File: src/hw/fogp_defines.vh
// Constants for the fail output and alternate pin block
`ifndef FOGP_DEFINES_VH
`define FOGP_DEFINES_VH
// Clock rate
`define FOGP_CLK_HZ          20000000
// Blink: 1.25 Hz, half period = 0.4 s
`define FOGP_BLINK_MHZ       1250
`define FOGP_BLINK_HALF      (`FOGP_CLK_HZ / (`FOGP_BLINK_MHZ * 2) * 1000)
// PWM: 100 Hz
`define FOGP_PWM_HZ          100
`define FOGP_PWM_PERIOD      (`FOGP_CLK_HZ / `FOGP_PWM_HZ)
// Test pin filter 64 us
`define FOGP_TEST_FLT_US     64
`define FOGP_TEST_FLT_CYC    (`FOGP_TEST_FLT_US * (`FOGP_CLK_HZ / 1000000))
// Duty select codes
`define FOGP_DUTY_20         2'h0
`define FOGP_DUTY_10         2'h1
`define FOGP_DUTY_5          2'h2
`define FOGP_DUTY_2P5        2'h3
// Pin configuration codes
`define FOGP_CFG_FO          3'h0
`define FOGP_CFG_OFF         3'h1
`define FOGP_CFG_WAKE        3'h2
`define FOGP_CFG_LS          3'h3
`define FOGP_CFG_HS          3'h4
// System mode one-hot codes
`define FOGP_MODE_NORMAL     5'h01
`define FOGP_MODE_STOP       5'h02
`define FOGP_MODE_SLEEP      5'h04
`define FOGP_MODE_RESTART    5'h08
`define FOGP_MODE_FAILSAFE   5'h10
`endif

File: src/hw/fogp_fail_out.v
// Fail outputs with alternate GPIO use of pins two and three
//
// Functional notes
// - All three fail outputs activate together when failure signalling starts.
// - Static fail output held low while signalling is active.
// - Blink output toggles at 1.25 Hz, 50 percent duty.
// - Dimmed output is 100 Hz PWM, 20 percent after reset.
// - Duty selectable among 20, 10, 5, 2.5 percent; default 20.
// - Tolerant configuration ignores the first watchdog failure.
// - Pins two and three default to fail outputs; software may reassign.
// - Wake-configured pin detects wakes, latched in second wake status.
// - Low-side switch pulls pin low when on; current limit only.
// - High-side switch drives pin high from high-side supply; limit only.
// - Normal and Stop modes show live GPIO pin levels.
// - Pin two level shares the test level status bit.
// - Configuration changes only in Normal; otherwise held or off.
// - Wake pin stays capable in Stop, Sleep, Restart; off in Fail-Safe.
// - Switches disabled in Restart and Fail-Safe, resume afterwards.
// - Failure-activated outputs stay active through Restart into Normal.
// - Test pin level filtered for 64 microseconds.
// - Failure flag set on activation; software clears when cause gone.
// - Force-on bit activates outputs independently of failure bits.
`timescale 1ns/10ps
`include "fogp_defines.vh"
module fogp_fail_out
#(
  parameter BLINK_HALF = `FOGP_BLINK_HALF,
  parameter PWM_PERIOD = `FOGP_PWM_PERIOD,
  parameter TEST_FLT   = `FOGP_TEST_FLT_CYC
)
(
  // Clock and reset
  input  wire       mclk,
  input  wire       rst,
  // System state
  input  wire [4:0] sys_mode,
  input  wire       fail_cond,
  input  wire       wd_fail_event,
  input  wire       wd_tolerant_cfg,
  // Software control
  input  wire       fail_force_on,
  input  wire       failure_clear,
  input  wire [1:0] fail_pwm_duty_sel,
  input  wire [2:0] cfg_two_wr,
  input  wire [2:0] cfg_three_wr,
  input  wire       cfg_wr,
  input  wire       wake_clear,
  // Pin inputs (asynchronous)
  input  wire       alt_pin_two_in,
  input  wire       test_pin_in,
  // Static fail pin, open drain
  output reg        static_fail_out,
  output reg        static_fail_oe,
  // Pin two drive
  output reg        blink_fail_out,
  output reg        blink_fail_oe,
  output reg        blink_hs_on,
  // Pin three drive
  output reg        dimmed_fail_out,
  output reg        dimmed_fail_oe,
  output reg        dimmed_hs_on,
  // Status
  output reg        device_status_reg,
  output wire [1:0] wake_status_two,
  output reg  [1:0] pin_level_status,
  output wire       test_level,
  output wire [2:0] cfg_two_rd,
  output wire [2:0] cfg_three_rd
);
  // ------------------------------------------------
  // Mode decode
  // ------------------------------------------------
  wire m_normal  = (sys_mode == `FOGP_MODE_NORMAL);
  wire m_stop    = (sys_mode == `FOGP_MODE_STOP);
  wire m_restart = (sys_mode == `FOGP_MODE_RESTART);
  wire m_fsafe   = (sys_mode == `FOGP_MODE_FAILSAFE);

  // ------------------------------------------------
  // Pin configuration registers
  // ------------------------------------------------
  reg  [2:0] cfg_two_ff;
  reg  [2:0] cfg_three_ff;
  assign cfg_two_rd   = cfg_two_ff;
  assign cfg_three_rd = cfg_three_ff;

  // Writes accepted only in Normal mode; held elsewhere
  always @(posedge mclk)
  begin
    if (rst)
    begin
      cfg_two_ff   <= `FOGP_CFG_FO;
      cfg_three_ff <= `FOGP_CFG_FO;
    end
    else if (cfg_wr && m_normal)
    begin
      cfg_two_ff   <= cfg_two_wr;
      cfg_three_ff <= cfg_three_wr;
    end
  end

  // ------------------------------------------------
  // Failure flag and watchdog tolerance
  // ------------------------------------------------
  reg  wd_seen_ff;
  wire wd_counts = wd_fail_event && (!wd_tolerant_cfg || wd_seen_ff);
  wire fail_set  = fail_cond || wd_counts;

  // Watchdog failure count and failure flag
  always @(posedge mclk)
  begin
    if (rst)
    begin
      wd_seen_ff        <= 1'b0;
      device_status_reg <= 1'b0;
    end
    else
    begin
      if (wd_fail_event)
        wd_seen_ff <= 1'b1;
      else if (failure_clear && !fail_cond)
        wd_seen_ff <= 1'b0;
      if (fail_set)
        device_status_reg <= 1'b1;
      else if (failure_clear)
        device_status_reg <= 1'b0;
    end
  end

  // Flag persists through Restart into Normal until cleared
  wire fo_active = device_status_reg || fail_force_on;

  // ------------------------------------------------
  // Pattern counters
  // ------------------------------------------------
  reg  [23:0] blink_cnt_ff;
  reg         blink_ph_ff;
  reg  [17:0] pwm_cnt_ff;
  reg  [17:0] pwm_high;

  // Duty threshold in cycles
  always @*
  begin
    case (fail_pwm_duty_sel)
      `FOGP_DUTY_10:  pwm_high = PWM_PERIOD[17:0] / 18'h0000A;
      `FOGP_DUTY_5:   pwm_high = PWM_PERIOD[17:0] / 18'h00014;
      `FOGP_DUTY_2P5: pwm_high = PWM_PERIOD[17:0] / 18'h00028;
      default:        pwm_high = PWM_PERIOD[17:0] / 18'h00005;
    endcase
  end

  // Counters run from restart while active, both from zero
  always @(posedge mclk)
  begin
    if (rst || !fo_active)
    begin
      blink_cnt_ff <= 24'h000000;
      blink_ph_ff  <= 1'b1;
      pwm_cnt_ff   <= 18'h00000;
    end
    else
    begin
      if (blink_cnt_ff == BLINK_HALF[23:0] - 24'h000001)
      begin
        blink_cnt_ff <= 24'h000000;
        blink_ph_ff  <= ~blink_ph_ff;
      end
      else
        blink_cnt_ff <= blink_cnt_ff + 24'h000001;
      if (pwm_cnt_ff == PWM_PERIOD[17:0] - 18'h00001)
        pwm_cnt_ff <= 18'h00000;
      else
        pwm_cnt_ff <= pwm_cnt_ff + 18'h00001;
    end
  end

  wire blink_on = fo_active && blink_ph_ff;
  wire pwm_on   = fo_active && (pwm_cnt_ff < pwm_high);

  // ------------------------------------------------
  // Pin level input path
  // ------------------------------------------------
  wire lvl_two;
  wire lvl_three;

  // Pin two level, synchronised
  fogp_sync_filt #(.FLT_CYC(1), .CW(12)) u_sync_two
  (
    .mclk     (mclk),
    .rst      (rst),
    .pin_in   (alt_pin_two_in),
    .level_ff (lvl_two)
  );

  // Pin three / test level, 64 us filter
  fogp_sync_filt #(.FLT_CYC(TEST_FLT), .CW(12)) u_sync_three
  (
    .mclk     (mclk),
    .rst      (rst),
    .pin_in   (test_pin_in),
    .level_ff (lvl_three)
  );

  // ------------------------------------------------
  // Wake detection
  // ------------------------------------------------
  wire wake_mode = !m_fsafe;
  fogp_wake_det u_wake_two
  (
    .mclk    (mclk),
    .rst     (rst),
    .enable  (wake_mode && cfg_two_ff == `FOGP_CFG_WAKE),
    .level   (lvl_two),
    .clear   (wake_clear),
    .wake_ff (wake_status_two[0])
  );
  fogp_wake_det u_wake_three
  (
    .mclk    (mclk),
    .rst     (rst),
    .enable  (wake_mode && cfg_three_ff == `FOGP_CFG_WAKE),
    .level   (lvl_three),
    .clear   (wake_clear),
    .wake_ff (wake_status_two[1])
  );

  // ------------------------------------------------
  // Level status, live in Normal and Stop
  // ------------------------------------------------
  assign test_level = pin_level_status[0];
  always @(posedge mclk)
  begin
    if (rst)
      pin_level_status <= 2'h3;
    else if (m_normal || m_stop)
    begin
      // Bit 0 doubles as test level when pin two is not GPIO
      pin_level_status[0] <= (cfg_two_ff == `FOGP_CFG_FO) ? lvl_three : lvl_two;
      pin_level_status[1] <= lvl_three;
    end
  end

  // ------------------------------------------------
  // Output drive
  // ------------------------------------------------
  wire sw_ok = !(m_restart || m_fsafe);
  always @(posedge mclk)
  begin
    if (rst)
    begin
      static_fail_out <= 1'b0;
      static_fail_oe  <= 1'b0;
      blink_fail_out  <= 1'b0;
      blink_fail_oe   <= 1'b0;
      blink_hs_on     <= 1'b0;
      dimmed_fail_out <= 1'b0;
      dimmed_fail_oe  <= 1'b0;
      dimmed_hs_on    <= 1'b0;
    end
    else
    begin
      static_fail_out <= 1'b0;
      static_fail_oe  <= fo_active;
      blink_fail_out  <= 1'b0;
      dimmed_fail_out <= 1'b0;
      case (cfg_two_ff)
        `FOGP_CFG_FO:
        begin
          blink_fail_oe <= blink_on;
          blink_hs_on   <= 1'b0;
        end
        `FOGP_CFG_LS:
        begin
          blink_fail_oe <= sw_ok && fail_force_on;
          blink_hs_on   <= 1'b0;
        end
        `FOGP_CFG_HS:
        begin
          blink_fail_oe <= 1'b0;
          blink_hs_on   <= sw_ok && fail_force_on;
        end
        default:
        begin
          blink_fail_oe <= 1'b0;
          blink_hs_on   <= 1'b0;
        end
      endcase
      case (cfg_three_ff)
        `FOGP_CFG_FO:
        begin
          dimmed_fail_oe <= pwm_on;
          dimmed_hs_on   <= 1'b0;
        end
        `FOGP_CFG_LS:
        begin
          dimmed_fail_oe <= sw_ok && fail_force_on;
          dimmed_hs_on   <= 1'b0;
        end
        `FOGP_CFG_HS:
        begin
          dimmed_fail_oe <= 1'b0;
          dimmed_hs_on   <= sw_ok && fail_force_on;
        end
        default:
        begin
          dimmed_fail_oe <= 1'b0;
          dimmed_hs_on   <= 1'b0;
        end
      endcase
    end
  end
endmodule // fogp_fail_out

File: src/hw/fogp_sync_filt.v
// Two-flop synchroniser with a stable-time filter
`timescale 1ns/10ps
module fogp_sync_filt
#(
  parameter FLT_CYC = 1280,
  parameter CW      = 12
)
(
  // Clock and reset
  input  wire          mclk,
  input  wire          rst,
  // Pin and filtered level
  input  wire          pin_in,
  output reg           level_ff
);
  reg          sync1_ff;
  reg          sync2_ff;
  reg [CW-1:0] cnt_ff;

  // --------------------------------------------------
  // Synchronise then filter
  // --------------------------------------------------
  always @(posedge mclk)
  begin
    if (rst)
    begin
      sync1_ff <= 1'b1;
      sync2_ff <= 1'b1;
      cnt_ff   <= {CW{1'b0}};
      level_ff <= 1'b1;
    end
    else
    begin
      sync1_ff <= pin_in;
      sync2_ff <= sync1_ff;
      if (sync2_ff == level_ff)
        cnt_ff <= {CW{1'b0}};
      else if (cnt_ff == FLT_CYC[CW-1:0] - 1'b1)
      begin
        level_ff <= sync2_ff; // Stable long enough
        cnt_ff   <= {CW{1'b0}};
      end
      else
        cnt_ff <= cnt_ff + 1'b1;
    end
  end
endmodule // fogp_sync_filt

File: src/hw/fogp_wake_det.v
// Wake edge detector with latched status
`timescale 1ns/10ps
module fogp_wake_det
(
  // Clock and reset
  input  wire mclk,
  input  wire rst,
  // Control
  input  wire enable,
  input  wire level,
  input  wire clear,
  // Status
  output reg  wake_ff
);
  reg last_ff;

  // --------------------------------------------------
  // Any level change while enabled is a wake event
  // --------------------------------------------------
  always @(posedge mclk)
  begin
    if (rst)
    begin
      last_ff <= 1'b1;
      wake_ff <= 1'b0;
    end
    else
    begin
      last_ff <= level;
      if (enable && (level != last_ff))
        wake_ff <= 1'b1; // Set wins over clear
      else if (clear)
        wake_ff <= 1'b0;
    end
  end
endmodule // fogp_wake_det

File: config.mk
export PLATFORM = sky130hd
export DESIGN_NAME = fogp_fail_out
export DESIGN_NICKNAME = d
export VERILOG_FILES = /design/src/hw/fogp_fail_out.v /design/src/hw/fogp_sync_filt.v /design/src/hw/fogp_wake_det.v
export VERILOG_INCLUDE_DIRS = /design/src /design/src/hw
export SDC_FILE = /design/constraint.sdc
export NUM_CORES = 1
export LEC_CHECK = 0
export BUFFER_PORTS_ARGS = -buffer_cell sky130_fd_sc_hd__buf_2
export CORE_ASPECT_RATIO = 0.8
export CORE_MARGIN = 4
export CORE_UTILIZATION = 45
export DETAILED_ROUTE_END_ITERATION = 12
export PLACE_DENSITY_LB_ADDON = 0.2
export SLEW_MARGIN = 0
export SYNTH_ARGS = -nofsm -noshare
export SYNTH_HDL_FRONTEND = slang
export SYNTH_SLANG_ARGS = --single-unit
File: constraint.sdc
create_clock -name mclk -period 2.54 [get_ports mclk]
set_input_delay 0.127 -clock mclk [delete_from_list [all_inputs] [get_ports mclk]]
set_output_delay 0.127 -clock mclk [all_outputs]
set_load 0.005 [all_outputs]
==> impl_metrics.yaml <==
status:
  status: "complete, no violations"
timing:
  slew_headroom_pct: 57.3
  finalClockSkew_ns: 0.00738
  fin_crit_ns: 1.88
  hold_ws_ns: 0.0261
  setup_violations: 0
  rsz0062_at_grt: "no"
  timing.final.ws_setup_ns: 0.658
  fmax_mhz: 531
  hold_viol_final: 0
  min_period_over_period_pct: 74.1
  finalSetupTns_ns: 0
  finalMaxSlewViolations: 0
  tightest_slew_ns: 0.635
setup_path:
  worstReg2RegStart: "blink_cnt_ff[16]"
  critPathCaptureType: "register"
  r2r_setup_slack_ns: 0.66
  arrival_ns: 2.09
  path_max_fanout: 22
  crit_chain: "or4_1 > nor4_2 > nand3_2 > nand2_2 > nor2_1"
  criticalPathCategory: "reg -> reg"
  reg2regPathDepth: 5
  crit_path_top_delay_cell: "or4_1"
  slowest_delay_ns: 0.54
  critPathLaunchType: "register"
  critPathBufInv: 0
  regToRegEndpoint: "blink_cnt_ff[12]"
  required_ns: 2.75
  worst_path_dominant_cell_family: "simple AND/OR/NAND/NOR gates"
logic_synthesis:
  ys_async_sr_fraction_pct: 0
  ys.flop_type: "dfxtp_1"
  ys_seq_elements: 92
  synthCells: 467
  syn_area_per_cell_um2: 9.08
  seq_area_frac_synth_pct: 43.4
  synth_top_area_share_pct: 43.4
  synth_top_area_cell: "dfxtp_1"
  yosysUniqueCellTypes: 47
  synthTopCellsByArea: "dfxtp_1, xor2_1, nor2_1"
  yosysWarningCount: 0
  synth_edf_count: 0
  syn_area_um2: 4240
layout:
  syn2layout_area_growth_pct: 13.2
  layout_commonest_cell: "dfxtp_1"
  largest-register: "blink_cnt_ff"
  fin_util_pct: 52.7
  reg.largest.list: "blink_cnt_ff x24, pwm_cnt_ff x18"
  layout_common_cells: "dfxtp_1, nor2_1, xor2_1, buf_2, nand3_1"
  nets: 554
  final_layout_size_suffix_gt1_share_pct: 14.6
  fillers: 837
  postLayoutCellArea_um2: 4800
  largest_reg_flops: 24
  n_antenna_cell: 0
worst_hold_path:
  min_from: "cfg_three_wr[0]"
  hold_path_end: "cfg_three_rd[0]"
  worstHoldPathType: "in -> reg"
  holdPathStages: 3
grt:
  grt_antenna_before_repair: 0
  grt_pass1_wl_mm: 14.1
  grtUsageTotal_pct: 16.0
  grt_pass1_vias: 3013
  overflow: 0
  grt_max_degree: 24
place:
  dp_slack_ns: 0.653
  placed_area_um2: 4490
  gp_congestion: 0.802
  portBuffers: 40
  place_hpwl_mm: 6.13
clock_tree:
  cts_made_buffers: 9
  cts-resized-gates: 0
  post_cts_buffers: 0
  cts_sinks: 92
  clock_latency_ns: 0.34
  clock_path_buffers: 2
  cts.clk_slew.worst_paths_ns: 0.06
  htreeDepth: 3
  tritoncts: "built"
  root_buffer: "clkbuf_16"
  hold_buffers: 2
drt:
  finalWirelength_mm: 8.32
  wl_per_cell_um: 13.2
  wl_met1_mm: 4.16
  topRoutingLayerUsed: "met4"
  drtAntennaViolNets: 0
  firstDrtPassIters: 4
  num_vias: 3179
  vias_per_cell: 5.06
  dr_wl_met2_mm: 3.79
  drc: 0
  drt_iter0_drc: 136
  wl_met3_um: 291
floorplanning:
  fp.coreArea_um2: 9110
  start_util_pct: 46.5
  die_w_um: 117
  die_y_um: 94.8
  dieArea_um2: 11100
  rows: 31
  num_io_pins: 44
job:
  cap_viol_max_count: 0
power:
  p_per_area_nw_per_um2: 602
  p_leak_nw: 1.93
  ir_drop_uv: 459
==> cells in the mapped netlist (2+ instances only) <==
| library cell | n |
|---|---|
| o21ai_0 | 4 |
| nor4_1 | 5 |
| dfxtp_1 | 92 |
| and3_1 | 17 |
| a211o_1 | 4 |
| nand3_1 | 30 |
| and4b_1 | 2 |
| mux2i_1 | 7 |
| clkbuf_1 | 3 |
| and4_1 | 5 |
| or4_1 | 2 |
| buf_6 | 3 |
| nor2b_1 | 2 |
| and3_2 | 3 |
| nor4b_1 | 4 |
| a21o_1 | 2 |
| buf_4 | 6 |
| buf_2 | 2 |
| a21oi_1 | 12 |
| inv_1 | 19 |
| nor2_1 | 84 |
| nand4_1 | 9 |
| nand2_1 | 26 |
| xnor2_1 | 25 |
| xor2_1 | 40 |
| and2_1 | 2 |
| nand2b_1 | 2 |
| or2_2 | 8 |
| nor4_2 | 2 |
| nor3_1 | 8 |
| ha_1 | 21 |
==> layer usage <==
| metal | up-vias | track usage, % |
|---|---|---|
| met5 | - | 0 |
| met1 | 1467 | 21.3 |
| met4 | 0 | 4.39 |
| met2 | 49 | 25.3 |
| li1 | 1655 | - |
| met3 | 8 | 5.00 |
==> stage by stage <==
stage               instances  power [mW]
floorplan                 469        1.58
global placement          611        1.62
detailed placement        611        1.62
CTS                       628        2.92
global route              628        3.00
finish                    628        2.89
==> tightest hold or removal path, cell delays in order <==
cell     delay, ns
buf_2         0.08
mux2i_1       0.05
nor2_1        0.07
==> power by group <==
part / switching, mW / internal, mW
clock: 0.514 / 0.783
combinational: 0.0668 / 0.0495
sequential: 0.0126 / 1.46
==> final cells by class <==
cell class	count	area (um2)	share of cell area, %
clock inverters	2	35.0	0.730
repair buffers	44	235	4.90
inverters	19	71.3	1.49
clock buffers	13	250	5.21
flip-flops and latches	92	1840	38.4
multi-input cells	343	2220	46.3
well taps	115	144	3.00
==> worst max path at each step <==
stage,start,end,slack (ns),depth (start not counted)
after floorplan,u_sync_three.cnt_ff[0],u_sync_three.cnt_ff[10],0.81,7
after global placement,blink_cnt_ff[16],blink_cnt_ff[8],0.71,5
after detailed placement,blink_cnt_ff[16],blink_cnt_ff[14],0.65,5
after CTS,blink_cnt_ff[16],blink_cnt_ff[12],0.64,5
after global routing,blink_cnt_ff[0],blink_cnt_ff[12],0.50,5
final,blink_cnt_ff[16],blink_cnt_ff[12],0.66,5
==> cell families (layout without fill, tap and decap cells) <==
group | count (synthesis) | after routing | share of synthesized area [%]
and+or+nand+nor | 222 | 222 | 27.2
DFF | 92 | 92 | 43.4
xor gates and xnor gates | 65 | 65 | 13.4
buffers and inverters | 34 | 78 | 4.37
AOI/OAI and AO/OA | 25 | 25 | 3.69
adders and majority gates | 21 | 21 | 6.19
muxes | 7 | 7 | 1.65
other | 1 | 3 | 0.0884
(Power assumes the default switching activity.)
